**src/rtl/dfs_pkg.sv**
```systemverilog
// Package of the disk format and transfer sequencer.
// Assumes a 32-bit APB register bus and a single 10 MHz clock.
package dfs_pkg;
    // --------------------------------------------------------------
    // Register byte offsets
    // --------------------------------------------------------------
    localparam logic [7:0] OFF_DRIVE_CMD = 8'h00;
    localparam logic [7:0] OFF_OP_CMD = 8'h04;
    localparam logic [7:0] OFF_DISK_FMT = 8'h08;
    localparam logic [7:0] OFF_SECTOR_CNT = 8'h0c;
    localparam logic [7:0] OFF_SECTOR_OPS = 8'h10;
    localparam logic [7:0] OFF_HDR_COUNT = 8'h14;
    localparam logic [7:0] OFF_HDR_PAT_LO = 8'h18;
    localparam logic [7:0] OFF_HDR_PAT_HI = 8'h1c;
    localparam logic [7:0] OFF_HDR_SUBST = 8'h20;
    localparam logic [7:0] OFF_INTERLOCK = 8'h24;
    localparam logic [7:0] OFF_DMA_ADDR = 8'h28;
    localparam logic [7:0] OFF_STATUS = 8'h2c;
    localparam logic [7:0] OFF_ERROR = 8'h30;

    // --------------------------------------------------------------
    // Field positions
    // --------------------------------------------------------------
    localparam int OC_GLOBAL_IRQ = 0;
    localparam int OC_HDR_IRQ = 1;
    localparam int OC_INTERLOCK = 2;
    localparam int DF_TABLE = 0;
    localparam int DF_HARD_SOFT = 1;
    localparam int DF_MFM = 2;
    localparam int DF_ID_CHECK = 3;
    localparam int DF_DATA_CHECK = 4;
    localparam int ST_BUSY = 0;
    localparam int ST_DONE = 1;
    localparam int ST_HDR_CPL = 2;
    localparam int ST_ERROR = 3;
    localparam int ER_LATE = 0;
    localparam int ER_OPCODE = 1;
    localparam int ER_DISK = 2;
    localparam int ER_NOT_FOUND = 3;

    localparam int HDR_BYTES = 6;
    localparam logic [2:0] HDR_CNT_MIN = 3'd2;
    localparam logic [2:0] HDR_CNT_RST = 3'd4;

    // --------------------------------------------------------------
    // Drive command opcodes
    // --------------------------------------------------------------
    localparam logic [7:0] read_one_sector_cmd = 8'hd2;
    localparam logic [7:0] read_sector_header_cmd = 8'h72;
    localparam logic [7:0] read_many_logical_cmd = 8'hd6;
    localparam logic [7:0] read_whole_track_cmd = 8'hd4;
    localparam logic [7:0] read_track_blind_cmd = 8'hc4;
    localparam logic [7:0] read_headers_many_cmd = 8'h74;
    localparam logic [7:0] read_track_data_header_cmd = 8'hf4;
    localparam logic [7:0] write_one_sector_cmd = 8'h92;
    localparam logic [7:0] write_many_logical_cmd = 8'h96;
    localparam logic [7:0] write_whole_track_cmd = 8'h84;
    localparam logic [7:0] format_track_cmd = 8'hac;
    localparam logic [7:0] format_track_nogap_cmd = 8'ha4;
    localparam logic [7:0] find_header_cmd = 8'h52;
    // Bit pattern 01010110 taken as the code
    localparam logic [7:0] find_headers_many_cmd = 8'h56;
    localparam logic [7:0] recover_header_cmd = 8'h62;
    localparam logic [7:0] controller_reenable_cmd = 8'h01;
    localparam logic [7:0] no_operation_cmd = 8'h00;

    typedef enum logic [2:0] {
        CL_NONE = 3'b000,
        CL_FORMAT = 3'b001,
        CL_TRACK = 3'b010,
        CL_MULTI = 3'b011,
        CL_SINGLE = 3'b100,
        CL_REENABLE = 3'b101,
        CL_BAD = 3'b110
    } dfs_class_e;

    typedef enum logic [2:0] {
        S_IDLE = 3'b000,
        S_WAIT_IDX = 3'b001,
        S_HDR = 3'b010,
        S_FETCH = 3'b011,
        S_DATA = 3'b100,
        S_SEARCH = 3'b101,
        S_DONE = 3'b110
    } dfs_state_e;
endpackage : dfs_pkg

```
**src/rtl/dfs_hdr_if.sv**
```systemverilog
// Interface between the sequencer and its header byte source.
// Assumes both ends on the sequencer clock.
`timescale 1ns/1ps
interface dfs_hdr_if;
    logic load;
    logic [2:0] idx;
    logic table_mode;
    logic [7:0] dma_byte;
    logic [7:0] sector_cnt;
    logic [47:0] pattern;
    logic [5:0] subst;
    logic [7:0] byte_out;
    logic strobe;

    modport ctl (
        output load, idx, table_mode, dma_byte, sector_cnt, pattern, subst,
        input byte_out, strobe
    );
    modport src (
        input load, idx, table_mode, dma_byte, sector_cnt, pattern, subst,
        output byte_out, strobe
    );
endinterface : dfs_hdr_if

```
**src/rtl/dfs_sync.sv**
```systemverilog
// Two-stage synchroniser for pin inputs.
// Assumes inputs asynchronous to clk_sys_i.
`timescale 1ns/1ps
module dfs_sync #(
    parameter int W = 1
) (
    input wire logic clk_sys_i,
    input wire logic sys_rst_i,
    input wire logic [W-1:0] async_i,
    output logic [W-1:0] sync_o
);
    logic [W-1:0] meta;

    always_ff @(posedge clk_sys_i) begin
        if (sys_rst_i) begin
            meta <= '0;
            sync_o <= '0;
        end else begin
            meta <= async_i;
            sync_o <= meta;
        end
    end
endmodule : dfs_sync

```
**src/rtl/dfs_hdr_src.sv**
```systemverilog
// Header byte source: picks table byte, sector counter or pattern.
// Assumes load pulses come from the sequencer on the same clock.
`timescale 1ns/1ps
module dfs_hdr_src (
    input wire logic clk_sys_i,
    input wire logic sys_rst_i,
    dfs_hdr_if.src hif
);
    import dfs_pkg::*;

    always_ff @(posedge clk_sys_i) begin
        if (sys_rst_i) begin
            hif.byte_out <= 8'h00;
            hif.strobe <= 1'b0;
        end else begin
            hif.strobe <= hif.load;
            if (hif.load) begin
                if (hif.table_mode) begin
                    hif.byte_out <= hif.dma_byte;
                end else if (hif.subst[hif.idx]) begin
                    hif.byte_out <= hif.sector_cnt;
                end else begin
                    hif.byte_out <= hif.pattern[hif.idx*8 +: 8];
                end
            end
        end
    end
endmodule : dfs_hdr_src

```
**src/rtl/dfs_top.sv**
```systemverilog
// Disk format and transfer sequencer with an APB register slave.
// Assumes disk-side strobes on clk_sys_i; index pulse is a raw pin.
//
// Contract
// - Interrupt at format end, outcome in status
// - Table mode takes header bytes from memory
// - Format runs index to next index; the code also ends it once the operations count is used up
// - Table flag selects header source
// - Interlock: header complete interrupt per sector
// - Missing confirm: late error on next command
// - Substitute flag picks counter over pattern
// - Decode the read opcodes
// - Decode the write and format opcodes
// - Decode find, recover, re-enable, no-op
// - Single sector: match header, request bus
// - Interrupt at single-sector command end
// - Pattern and count registers reused per sector
// - Counter copied into header, then incremented
// - Per sector: count down, sector up
`timescale 1ns/1ps
module dfs_top (
    input wire logic clk_sys_i,
    input wire logic sys_rst_i,
    input wire logic psel_i,
    input wire logic penable_i,
    input wire logic pwrite_i,
    input wire logic [7:0] paddr_i,
    input wire logic [31:0] pwdata_i,
    output logic [31:0] prdata_o,
    output logic pready_o,
    output logic pslverr_o,
    input wire logic index_i,
    input wire logic hdr_match_i,
    input wire logic sector_done_i,
    input wire logic disk_error_i,
    output logic [7:0] hdr_byte_o,
    output logic hdr_strobe_o,
    output logic fmt_active_o,
    output logic bus_req_o,
    output logic dma_req_o,
    output logic [15:0] dma_addr_o,
    input wire logic [7:0] dma_data_i,
    input wire logic dma_ack_i,
    output logic irq_o
);
    import dfs_pkg::*;

    // ------------------------------------------------------------------
    // Registers and state
    // ------------------------------------------------------------------
    logic [2:0] op_cmd;
    logic [4:0] disk_fmt;
    logic [7:0] sector_number_counter;
    logic [7:0] sector_operations_count;
    logic [2:0] hdr_count;
    logic [47:0] hdr_pat;
    logic [5:0] sector_counter_substitute;
    logic [3:0] status;
    logic [3:0] error;
    logic [7:0] cur_cmd;
    dfs_class_e cur_class;
    dfs_state_e state;
    logic [2:0] byte_idx;
    logic confirmed;
    logic late_pend;
    logic seen_idx;
    logic idx_sync;
    logic idx_prev;
    logic idx_rise;
    logic wr_en;
    logic cmd_wr;
    logic confirm_wr;
    logic addr_ok;
    logic last_byte;
    logic in_table;
    logic start_cmd;
    logic sector_end;
    logic [31:0] rd_mux;
    dfs_class_e wr_class;

    dfs_hdr_if hif ();

    dfs_sync #(
        .W(1)
    ) u_idx_sync (
        .clk_sys_i(clk_sys_i),
        .sys_rst_i(sys_rst_i),
        .async_i(index_i),
        .sync_o(idx_sync)
    );

    dfs_hdr_src u_hdr_src (
        .clk_sys_i(clk_sys_i),
        .sys_rst_i(sys_rst_i),
        .hif(hif)
    );

    // ------------------------------------------------------------------
    // Command decode
    // ------------------------------------------------------------------
    function automatic dfs_class_e classify(input logic [7:0] op);
        case (op)
            format_track_cmd, format_track_nogap_cmd: classify = CL_FORMAT;
            read_whole_track_cmd, read_track_blind_cmd,
            read_track_data_header_cmd, write_whole_track_cmd:
                classify = CL_TRACK;
            read_many_logical_cmd, read_headers_many_cmd,
            write_many_logical_cmd, find_headers_many_cmd:
                classify = CL_MULTI;
            read_one_sector_cmd, read_sector_header_cmd,
            write_one_sector_cmd, find_header_cmd, recover_header_cmd:
                classify = CL_SINGLE;
            controller_reenable_cmd: classify = CL_REENABLE;
            no_operation_cmd: classify = CL_NONE;
            default: classify = CL_BAD;
        endcase
    endfunction : classify

    // ------------------------------------------------------------------
    // APB slave
    // ------------------------------------------------------------------
    always_comb begin
        wr_en = psel_i && penable_i && pwrite_i;
        cmd_wr = wr_en && (paddr_i == OFF_DRIVE_CMD);
        confirm_wr = wr_en && (paddr_i == OFF_INTERLOCK);
        wr_class = classify(pwdata_i[7:0]);
        // Late confirm blocks the command: its parameters are stale
        start_cmd = cmd_wr && (state == S_IDLE) && !late_pend;
        idx_rise = idx_sync && !idx_prev;
        in_table = disk_fmt[DF_TABLE] && (cur_class == CL_FORMAT);
        last_byte = (byte_idx == hdr_count - 3'd1);
        sector_end = (state == S_DATA) && sector_done_i;
        addr_ok = 1'b1;
        rd_mux = 32'h0000_0000;
        case (paddr_i)
            OFF_DRIVE_CMD: rd_mux = {24'h00_0000, cur_cmd};
            OFF_OP_CMD: rd_mux = {29'h0000_0000, op_cmd};
            OFF_DISK_FMT: rd_mux = {27'h000_0000, disk_fmt};
            OFF_SECTOR_CNT: rd_mux = {24'h00_0000, sector_number_counter};
            OFF_SECTOR_OPS: rd_mux = {24'h00_0000, sector_operations_count};
            OFF_HDR_COUNT: rd_mux = {29'h0000_0000, hdr_count};
            OFF_HDR_PAT_LO: rd_mux = hdr_pat[31:0];
            OFF_HDR_PAT_HI: rd_mux = {16'h0000, hdr_pat[47:32]};
            OFF_HDR_SUBST: rd_mux = {26'h000_0000, sector_counter_substitute};
            OFF_INTERLOCK: rd_mux = {31'h0000_0000, confirmed};
            OFF_DMA_ADDR: rd_mux = {16'h0000, dma_addr_o};
            OFF_STATUS: rd_mux = {28'h000_0000, status};
            OFF_ERROR: rd_mux = {28'h000_0000, error};
            default: addr_ok = 1'b0;
        endcase
    end

    assign pready_o = 1'b1;
    assign pslverr_o = psel_i && penable_i && !addr_ok;

    always_ff @(posedge clk_sys_i) begin
        if (sys_rst_i) begin
            prdata_o <= 32'h0000_0000;
        end else if (psel_i && !penable_i && !pwrite_i) begin
            prdata_o <= rd_mux;
        end
    end

    // Setup registers: writable at any time, also while a command runs
    always_ff @(posedge clk_sys_i) begin
        if (sys_rst_i) begin
            op_cmd <= 3'h0;
            disk_fmt <= 5'h00;
            hdr_count <= HDR_CNT_RST;
            hdr_pat <= 48'h0000_0000_0000;
            sector_counter_substitute <= 6'h00;
        end else if (wr_en) begin
            case (paddr_i)
                OFF_OP_CMD: op_cmd <= pwdata_i[2:0];
                OFF_DISK_FMT: disk_fmt <= pwdata_i[4:0];
                OFF_HDR_COUNT: begin
                    // Clamped so the byte index never leaves the pattern
                    if (pwdata_i[2:0] < HDR_CNT_MIN) begin
                        hdr_count <= HDR_CNT_MIN;
                    end else if (pwdata_i[2:0] > 3'(HDR_BYTES)) begin
                        hdr_count <= 3'(HDR_BYTES);
                    end else begin
                        hdr_count <= pwdata_i[2:0];
                    end
                end
                OFF_HDR_PAT_LO: hdr_pat[31:0] <= pwdata_i;
                OFF_HDR_PAT_HI: hdr_pat[47:32] <= pwdata_i[15:0];
                OFF_HDR_SUBST: sector_counter_substitute <= pwdata_i[5:0];
                default: ;
            endcase
        end
    end

    // ------------------------------------------------------------------
    // Sequencer
    // ------------------------------------------------------------------
    always_ff @(posedge clk_sys_i) begin
        if (sys_rst_i) begin
            idx_prev <= 1'b0;
        end else begin
            idx_prev <= idx_sync;
        end
    end

    always_ff @(posedge clk_sys_i) begin
        if (sys_rst_i) begin
            state <= S_IDLE;
            cur_cmd <= 8'h00;
            cur_class <= CL_NONE;
            byte_idx <= 3'd0;
            seen_idx <= 1'b0;
        end else begin
            case (state)
                S_IDLE: begin
                    if (start_cmd) begin
                        cur_cmd <= pwdata_i[7:0];
                        cur_class <= wr_class;
                        seen_idx <= 1'b0;
                        case (wr_class)
                            CL_FORMAT, CL_TRACK: state <= S_WAIT_IDX;
                            CL_MULTI, CL_SINGLE: state <= S_SEARCH;
                            CL_BAD: state <= S_DONE;
                            default: state <= S_IDLE;
                        endcase
                    end
                end
                S_WAIT_IDX: begin
                    if (disk_error_i) begin
                        state <= S_DONE;
                    end else if (idx_rise) begin
                        byte_idx <= 3'd0;
                        state <= (cur_class == CL_FORMAT) ? S_HDR : S_DATA;
                    end
                end
                S_HDR: begin
                    if (idx_rise || disk_error_i) begin
                        state <= S_DONE;
                    end else if (in_table) begin
                        state <= S_FETCH;
                    end else if (last_byte) begin
                        state <= S_DATA;
                    end else begin
                        byte_idx <= byte_idx + 3'd1;
                    end
                end
                S_FETCH: begin
                    if (idx_rise || disk_error_i) begin
                        state <= S_DONE;
                    end else if (dma_ack_i) begin
                        if (last_byte) begin
                            state <= S_DATA;
                        end else begin
                            byte_idx <= byte_idx + 3'd1;
                            state <= S_HDR;
                        end
                    end
                end
                S_SEARCH: begin
                    if (idx_rise) begin
                        seen_idx <= 1'b1;
                    end
                    if (disk_error_i || (idx_rise && seen_idx)) begin
                        state <= S_DONE;
                    end else if (hdr_match_i) begin
                        state <= S_DATA;
                    end
                end
                S_DATA: begin
                    if (disk_error_i) begin
                        state <= S_DONE;
                    end else if (idx_rise && cur_class == CL_FORMAT) begin
                        state <= S_DONE;
                    end else if (sector_done_i) begin
                        byte_idx <= 3'd0;
                        if (cur_class == CL_SINGLE ||
                            sector_operations_count <= 8'h01) begin
                            state <= S_DONE;
                        end else if (cur_class == CL_FORMAT) begin
                            state <= S_HDR;
                        end else if (cur_class == CL_MULTI) begin
                            seen_idx <= 1'b0;
                            state <= S_SEARCH;
                        end
                    end
                end
                S_DONE: state <= S_IDLE;
                default: state <= S_IDLE;
            endcase
        end
    end

    // Counters: sector up, operations down after each sector
    always_ff @(posedge clk_sys_i) begin
        if (sys_rst_i) begin
            sector_number_counter <= 8'h00;
            sector_operations_count <= 8'h00;
        end else if (sector_end && !disk_error_i) begin
            sector_number_counter <= sector_number_counter + 8'h01;
            if (sector_operations_count != 8'h00) begin
                sector_operations_count <= sector_operations_count - 8'h01;
            end
        end else if (wr_en && state == S_IDLE) begin
            if (paddr_i == OFF_SECTOR_CNT) begin
                sector_number_counter <= pwdata_i[7:0];
            end
            if (paddr_i == OFF_SECTOR_OPS) begin
                sector_operations_count <= pwdata_i[7:0];
            end
        end
    end

    // Table pointer: pad byte skipped after an odd-sized set
    always_ff @(posedge clk_sys_i) begin
        if (sys_rst_i) begin
            dma_addr_o <= 16'h0000;
        end else if (state == S_FETCH && dma_ack_i) begin
            dma_addr_o <= (last_byte && hdr_count[0]) ?
                dma_addr_o + 16'h0002 : dma_addr_o + 16'h0001;
        end else if (wr_en && paddr_i == OFF_DMA_ADDR && state == S_IDLE) begin
            dma_addr_o <= pwdata_i[15:0];
        end
    end

    // Interlock: confirm flag and pending late error
    always_ff @(posedge clk_sys_i) begin
        if (sys_rst_i) begin
            confirmed <= 1'b0;
            late_pend <= 1'b0;
        end else begin
            if (state == S_HDR && last_byte && !in_table ||
                state == S_FETCH && dma_ack_i && last_byte) begin
                confirmed <= 1'b0;
            end else if (confirm_wr) begin
                confirmed <= 1'b1;
            end
            if (sector_end && op_cmd[OC_INTERLOCK] && !confirmed &&
                !confirm_wr) begin
                late_pend <= 1'b1;
            end else if (cmd_wr && state == S_IDLE) begin
                late_pend <= 1'b0;
            end
        end
    end

    // Status and error: write one to clear, hardware set wins
    always_ff @(posedge clk_sys_i) begin
        if (sys_rst_i) begin
            status <= 4'h0;
            error <= 4'h0;
        end else begin
            status[ST_BUSY] <= (state != S_IDLE);
            if (state == S_DONE) begin
                status[ST_DONE] <= 1'b1;
            end else if (wr_en && paddr_i == OFF_STATUS &&
                pwdata_i[ST_DONE]) begin
                status[ST_DONE] <= 1'b0;
            end
            if (op_cmd[OC_INTERLOCK] && cur_class == CL_FORMAT &&
                (state == S_HDR && last_byte && !in_table ||
                 state == S_FETCH && dma_ack_i && last_byte)) begin
                status[ST_HDR_CPL] <= 1'b1;
            end else if (wr_en && paddr_i == OFF_STATUS &&
                pwdata_i[ST_HDR_CPL]) begin
                status[ST_HDR_CPL] <= 1'b0;
            end
            status[ST_ERROR] <= |error;
            // Clears first, so a set in the same cycle wins
            if (start_cmd && wr_class == CL_REENABLE) begin
                error <= 4'h0;
            end else if (wr_en && paddr_i == OFF_ERROR) begin
                for (int i = 0; i < 4; i++) begin
                    if (pwdata_i[i] && !(error[i] == 1'b0)) begin
                        error[i] <= 1'b0;
                    end
                end
            end
            if (cmd_wr && state == S_IDLE && late_pend) begin
                error[ER_LATE] <= 1'b1;
            end
            if (state == S_IDLE && start_cmd && wr_class == CL_BAD) begin
                error[ER_OPCODE] <= 1'b1;
            end
            if (state != S_IDLE && state != S_DONE && disk_error_i) begin
                error[ER_DISK] <= 1'b1;
            end
            if (state == S_SEARCH && idx_rise && seen_idx) begin
                error[ER_NOT_FOUND] <= 1'b1;
            end
        end
    end

    // ------------------------------------------------------------------
    // Disk, DMA and interrupt outputs
    // ------------------------------------------------------------------
    // No header byte once the format is cut by index or error
    assign hif.load = !idx_rise && !disk_error_i &&
        ((state == S_HDR && !in_table) || (state == S_FETCH && dma_ack_i));
    assign hif.idx = byte_idx;
    assign hif.table_mode = in_table;
    assign hif.dma_byte = dma_data_i;
    assign hif.sector_cnt = sector_number_counter;
    assign hif.pattern = hdr_pat;
    assign hif.subst = sector_counter_substitute;
    assign hdr_byte_o = hif.byte_out;
    assign hdr_strobe_o = hif.strobe;
    assign dma_req_o = (state == S_FETCH);
    assign fmt_active_o = (cur_class == CL_FORMAT) &&
        (state == S_HDR || state == S_FETCH || state == S_DATA);
    assign bus_req_o = (state == S_DATA) && (cur_class != CL_FORMAT);
    assign irq_o = op_cmd[OC_GLOBAL_IRQ] &&
        (status[ST_DONE] || (|error) ||
         (op_cmd[OC_HDR_IRQ] && status[ST_HDR_CPL]));
endmodule : dfs_top

```
**config.mk**
```make
export PLATFORM = sky130hd
export DESIGN_NAME = dfs_top
export DESIGN_NICKNAME = d
export VERILOG_FILES = /design/src/rtl/dfs_pkg.sv /design/src/rtl/dfs_hdr_if.sv /design/src/rtl/dfs_sync.sv /design/src/rtl/dfs_hdr_src.sv /design/src/rtl/dfs_top.sv
export SDC_FILE = /design/constraint.sdc
export NUM_CORES = 1
export LEC_CHECK = 0
export BUFFER_PORTS_ARGS = -buffer_cell sky130_fd_sc_hd__buf_2
export CAP_MARGIN = 15
export CORE_MARGIN = 2
export CORE_UTILIZATION = 50
export CTS_CLUSTER_DIAMETER = 30
export DETAILED_ROUTE_END_ITERATION = 6
export PLACE_DENSITY_LB_ADDON = 0.25
export SETUP_SLACK_MARGIN = 0.15
export SYNTH_ARGS = -nofsm -noshare
export SYNTH_HDL_FRONTEND = slang
export SYNTH_SLANG_ARGS = --single-unit
```
**constraint.sdc**
```tcl
create_clock -name clk_sys_i -period 7.4 [get_ports clk_sys_i]
set_clock_uncertainty 0.15 [all_clocks]
set_input_delay 1.11 -clock clk_sys_i [delete_from_list [all_inputs] [get_ports clk_sys_i]]
set_output_delay 1.11 -clock clk_sys_i [all_outputs]
set_load 0.02 [all_outputs]
```
==> flow_summary.yaml, run 1 <==
yosys:
  synth_warnings: 0
  synthCells: 1110
  synth_edf_count: 0
  yosysTopAreaCell: "dfxtp_1"
  yosys-top-cells-count: "nand2_1, dfxtp_1, nor2_1"
  synth_area_leaders: "dfxtp_1, nand2_1, a21oi_1"
  synth-async-reset-ratio: 0
  yosys.area.top_type_share: 0.384
  synth_cell_types: 72
  synth.most_common_cell: "nand2_1"
  ys_ff_latch: 169
  synth_area_um2: 8820
  avgSynthCellArea_um2: 7.94
  ys.flop_type: "dfxtp_1"
  ys_seq_area_frac: 0.384
  syn_nets: 1175
floorplan:
  dieArea_um2: 18700
  start_util: 0.510
  row_count: 48
  coreArea_um2: 17300
  die_w_um: 137
  die_h_um: 137
  io_pins: 121
worst_hold_path:
  hold_class: "reg -> reg"
routing:
  ant_nets: 0
  top_layer: "met4"
  routed-wl-met2_mm: 13.3
  drt-total-wl_mm: 29.4
  met3_wirelength_mm: 2.66
  via_per_inst: 6.26
  post_drt_wl_per_cell_um: 20.8
  drc: 0
  vias: 8858
  wl_met1_mm: 12.2
  drt_first_pass_iters: 6
  drt-initial-drc-count: 842
timing:
  finalHoldViolCount: 0
  finalCriticalPeriod_ns: 3.74
  fmaxAchievable_mhz: 268
  relSlewSlack: 0.256
  setup_viol_count_final: 0
  worst_slew_pin_slew_ns: 1.11
  fin_tns_setup_ns: 0
  layout_worst_path_cycle_share: 0.505
  finalMaxSlewViolations: 0
  rsz0062_at_grt: "no"
critical_path:
  cp_max_fo: 32
  start_kind: "input port"
  cp_data_required_time_ns: 7.54
  end_kind: "flip-flop"
  critPathArrivalTime_ns: 3.87
  critPathKind: "in -> reg"
placed_design:
  port_buffers: 119
  hpwlAfterDp_mm: 20.9
  dp_cells: 1383
  gp_congestion: 0.965
power:
  powerDensity_nw_per_um2: 219
  ir_drop_uv: 180
  power.leakage_nw: 3.93
global_route:
  grt_usage: 0.317
  grt_pass1_wl_mm: 45.3
  grt_max_degree: 84
  antenna_found_initial: 0
  grt_pass1_vias: 8044
  grt_overflow: 0
flow_run:
  max_cap_viol_count: 0
clock_network:
  cts.sinks: 169
  ctsHoldBuffers: 0
  cts_resized: 0
  cts_tree: "yes"
  htreeDepth: 4
  clk_latency_ns: 0.43
  cts.clk_slew.worst_paths_ns: 0.07
  cts.path.max_buffers: 2
  cts_root_buf: "clkbuf_16"
  cts_buffers: 17
  cts_setup_buffers: 0
layout:
  drive_gt1_frac: 0.177
  area.growth.synth_to_final_pct: 13.9
  antenna_cells: 0
  layout.nets: 1242
  fin_cells: 1414
run_status:
  status: "completed"
## metrics by stage
step / hold slack [ns] / power (mW) / setup slack, ns / cell area [um2] / util
floorplan: 0.264 / 1.21 / 4.15 / 8820 / -
global placement: 0.291 / 1.32 / 3.32 / 9470 / 0.548
detailed placement: 0.295 / 1.32 / 3.28 / 9470 / 0.548
CTS: 0.307 / 2.19 / 3.73 / 10000 / 0.581
global route: 0.322 / 2.27 / 3.42 / 10000 / 0.581
finish: 0.305 / 2.20 / 3.66 / 10000 / 0.581
## state kept, by name, indices dropped and copies added, names as in the netlist
name	cells
byte_idx	3
confirmed	1
cur_class	3
cur_cmd	8
disk_fmt	5
dma_addr_o	16
error	4
hdr_count	3
hdr_pat	48
hif.sector_cnt	8
hif.subst	6
idx_prev	1
late_pend	1
op_cmd	3
prdata_o	32
sector_operations_count	8
seen_idx	1
state	3
status	4
u_hdr_src.hif.byte_out	8
u_hdr_src.hif.strobe	1
u_idx_sync.meta	1
u_idx_sync.sync_o	1
## cell usage in the layout (no fill, tap or decap), drive strengths merged, types with 6 or more instances in the layout
cell type,count
ha,7
buf,129
clkbuf,18
a21oi,108
a22o,22
and3,9
nand3,33
nand4,13
a221oi,11
inv,22
a31oi,15
mux2i,32
and2,11
a311oi,13
nor3,17
nor4,16
a32oi,8
a211oi,9
nor4b,8
nor2,138
or3,7
nand2,182
o211ai,9
dfxtp,169
mux4,9
or4,6
nor2b,13
mux2,19
a22oi,22
nand2b,7
o21ai,31
## power by group
| group | switching, mW | total [mW] | internal, mW |
|---|---|---|---|
| Sequential | 0.0389 | 0.975 | 0.936 |
| Combinational | 0.217 | 0.337 | 0.120 |
| Clock | 0.403 | 0.884 | 0.481 |
## final timing paths
path / end / start / cells after the start / slack [ns]
worst max-delay path: hdr_pat[28]$_SDFFE_PP0P_ / paddr_i[5] / 7 / 3.66
worst min register to register: u_idx_sync.sync_o$_SDFF_PP0_ / u_idx_sync.meta$_SDFF_PP0_ / 1 / 0.31
worst max register to register: u_hdr_src.hif.byte_out[7]$_SDFFE_PP0P_ / state[1]$_SDFFE_PP0P_ / 6 / 3.86
worst min-delay path: u_idx_sync.sync_o$_SDFF_PP0_ / u_idx_sync.meta$_SDFF_PP0_ / 1 / 0.31
## critical path: stages
cell and delay (ns):
buf_2 0.20, nor3_1 0.67, nand2_1 0.38, nor2_2 0.44
nand2_1 0.69, nand2_1 0.27, a21oi_1 0.08
## routing by layer
| layer | track usage | up-vias |
|---|---|---|
| met4 | 0.146 | 0 |
| met5 | 0 | - |
| met2 | 0.491 | 452 |
| li1 | - | 4174 |
| met3 | 0.0704 | 77 |
| met1 | 0.423 | 4155 |
## cell type report
type                    count  area [um2]
flip-flops and latches    169        3380
clock buffers              18         439
multi-input cells         845        5080
fillers                  1649        7250
inverters                  15        56.3
repair buffers            129         673
well taps                 225         282
clock inverters            13         135
## logic make-up (layout without fill, tap and decap cells)
family          Yosys count  after routing  share of synthesized area
other cells               1              1                   0.000425
mux                      60             60                     0.0836
fa+ha+maj                 7              7                    0.00993
buf+inv                  96            175                     0.0426
compound gates          289            289                      0.217
simple gates            482            482                      0.255
flops                   169            169                      0.384
xor+xnor                  6              6                    0.00752
Power figures use the tool's default switching activity.
==> run 2: changes to the inputs <==
==> constraint.sdc (replaced) <==
create_clock -name clk_sys_i -period 3.2 [get_ports clk_sys_i]
set_clock_uncertainty 0.15 [all_clocks]
set_input_delay 0.48 -clock clk_sys_i [delete_from_list [all_inputs] [get_ports clk_sys_i]]
set_output_delay 0.48 -clock clk_sys_i [all_outputs]
set_load 0.02 [all_outputs]
==> run 2 against run 1 <==
  * Non-clock buffer count is 34 higher
  * Sequential power grew 130%
  * Routed wire length decreased by 0.57%
  * Die area did not move
  * Largest cell class unchanged
  * Via count rose by 1.9%
  * Total power up 130%
==> flow_summary.yaml, run 2 (synthesis results as in run 1) <==
clock_network:
  cts.path.max_buffers: 2
  cts_resized: 0
  cts.clk_slew.worst_paths_ns: 0.08
  ctsHoldBuffers: 0
  cts_buffers: 17
  htreeDepth: 4
  clk_latency_ns: 0.43
  cts_root_buf: "clkbuf_16"
  cts_setup_buffers: 0
  cts.sinks: 169
  cts_tree: "yes"
layout:
  drive_gt1_frac: 0.199
  final_area_um2: 10300
  area.growth.synth_to_final_pct: 17.1
  layout.nets: 1276
  most-common-layout-cells: "nand2_1, dfxtp_1, nor2_1"
  final_common_cell: "nand2_1"
  multi_input_comb_area_um2: 5070
  largestRegisters: "hdr_pat: 48 flops, prdata_o: 32 flops, dma_addr_o: 16 flops"
  seq_area_um2: 3380
  antenna_cells: 0
  fill_cells: 1591
  largest-register: "hdr_pat"
  largest_register_ff_count: 48
global_route:
  grt_pass1_vias: 8142
  gr-usage-met2: 0.501
  grt.busiest_layer: "met2"
  antenna_found_initial: 0
  grt_max_degree: 59
  use_met1: 0.423
  grt_use_met3: 0.0574
  grt_pass1_wl_mm: 45.2
  grt_overflow: 0
  grt_usage: 0.315
critical_path:
  critPathKind: "reg -> out"
  reg2regPathDepth: 5
  crit_path_max_incr_delay_ns: 0.74
  cp_cell_sequence: "nand2b_1 > nand2b_1 > a21boi_0 > buf_2"
  cp_slowest_cell: "dfxtp_1"
  cpMostUsedCell: "nand2b_1"
  crit_family: "flip-flops"
  path_buf_inv: 1
  cp_data_required_time_ns: 2.57
  end_kind: "primary output"
  crit_cells: 4
  cp_max_fo: 19
  critPathArrivalTime_ns: 2.04
  start_kind: "flip-flop"
routing:
  drt-initial-drc-count: 951
  drt-total-wl_mm: 29.2
  ant_nets: 0
  drc: 0
  drt_first_pass_iters: 6
  vias: 9028
  post_drt_wl_per_cell_um: 20.2
  via_per_inst: 6.23
floorplan:
  start_util: 0.510
  dieArea_um2: 18700
  die_w_um: 137
  coreArea_um2: 17300
  row_count: 48
  die_h_um: 137
  io_pins: 121
timing:
  setup_viol_count_final: 0
  fmaxAchievable_mhz: 374
  worst_slew_pin_slew_ns: 0.667
  finalHoldViolCount: 0
  fin_tns_setup_ns: 0
  layout_worst_path_cycle_share: 0.834
  hold_slack_ns: 0.103
  finalMaxSlewViolations: 0
  relSlewSlack: 0.549
  rsz0062_at_grt: "no"
  finalCriticalPeriod_ns: 2.67
flow_run:
  max_cap_viol_count: 0
worst_hold_path:
  holdPathStages: 2
  hold_class: "in -> reg"
run_status:
  status: "completed"
power:
  ir_drop_uv: 380
  power.leakage_nw: 4.11
  powerDensity_nw_per_um2: 496
placed_design:
  hpwlAfterDp_mm: 21.0
  placedInstanceArea_um2: 9730
  gp_congestion: 0.980
  port_buffers: 119
[run 2: cell count changes in the layout (fill, tap and decap cells not counted), moves of 3 or more]
| cell | previous run | this run |
|---|---|---|
| buf_4 | 11 | 44 |
| clkinv_8 | 0 | 4 |
| inv_8 | 2 | 5 |
| clkinv_4 | 3 | 0 |
[run 2: final timing paths]
path                                          startpoint                                      to  slack [ns]
worst max-delay path               state[0]$_SDFFE_PP0P_                            fmt_active_o        0.53
worst max register to register  byte_idx[0]$_SDFFE_PP0P_  u_hdr_src.hif.byte_out[7]$_SDFFE_PP0P_        0.56
worst min register to register   cur_cmd[2]$_SDFFE_PP0P_                 cur_cmd[2]$_SDFFE_PP0P_        0.30
worst min-delay path                             index_i              u_idx_sync.meta$_SDFF_PP0_        0.10
[run 2: area by class of cell]
cell class                 count  area share
inverter                      15     0.00545
tap                          225      0.0273
clock buffer                  17      0.0412
timing repair buffer         163      0.0911
clock inverter                15      0.0166
multi-input combinational    845       0.491
sequential                   169       0.328
[run 2: metal layers]
layer | routed length, um | vias up | share of wire
li1 | - | 4245 | -
met1 | 12100 | 4234 | 0.41
met2 | 13300 | 464 | 0.46
met3 | 2680 | 85 | 0.092
met4 | 1170 | 0 | 0.040
met5 | 0 | - | 0
[run 2: stage by stage]
stage | instances | worst slack [ns] | utilization | total power, mW
2_1_floorplan | 1110 | 0.581 | - | 2.80
3_3_place_gp | 1417 | 0.431 | 0.563 | 3.08
3_5_place_dp | 1417 | 0.414 | 0.563 | 3.08
4_1_cts | 1449 | 0.561 | 0.597 | 5.12
5_1_grt | 1449 | 0.396 | 0.597 | 5.29
6_report | 1449 | 0.530 | 0.597 | 5.12
[run 2: power by group]
group	switching [mW]	internal, mW
Combinational	0.510	0.303
Clock	1.01	1.06
Sequential	0.0805	2.16
[run 2: worst register-to-register path, cell delays in order (launching register included)]
cell      delay (ns)
dfxtp_1         0.46
mux4_2          0.56
a22oi_1         0.30
nand3b_1        0.33
a221oi_1        0.61
nor4b_1         0.11
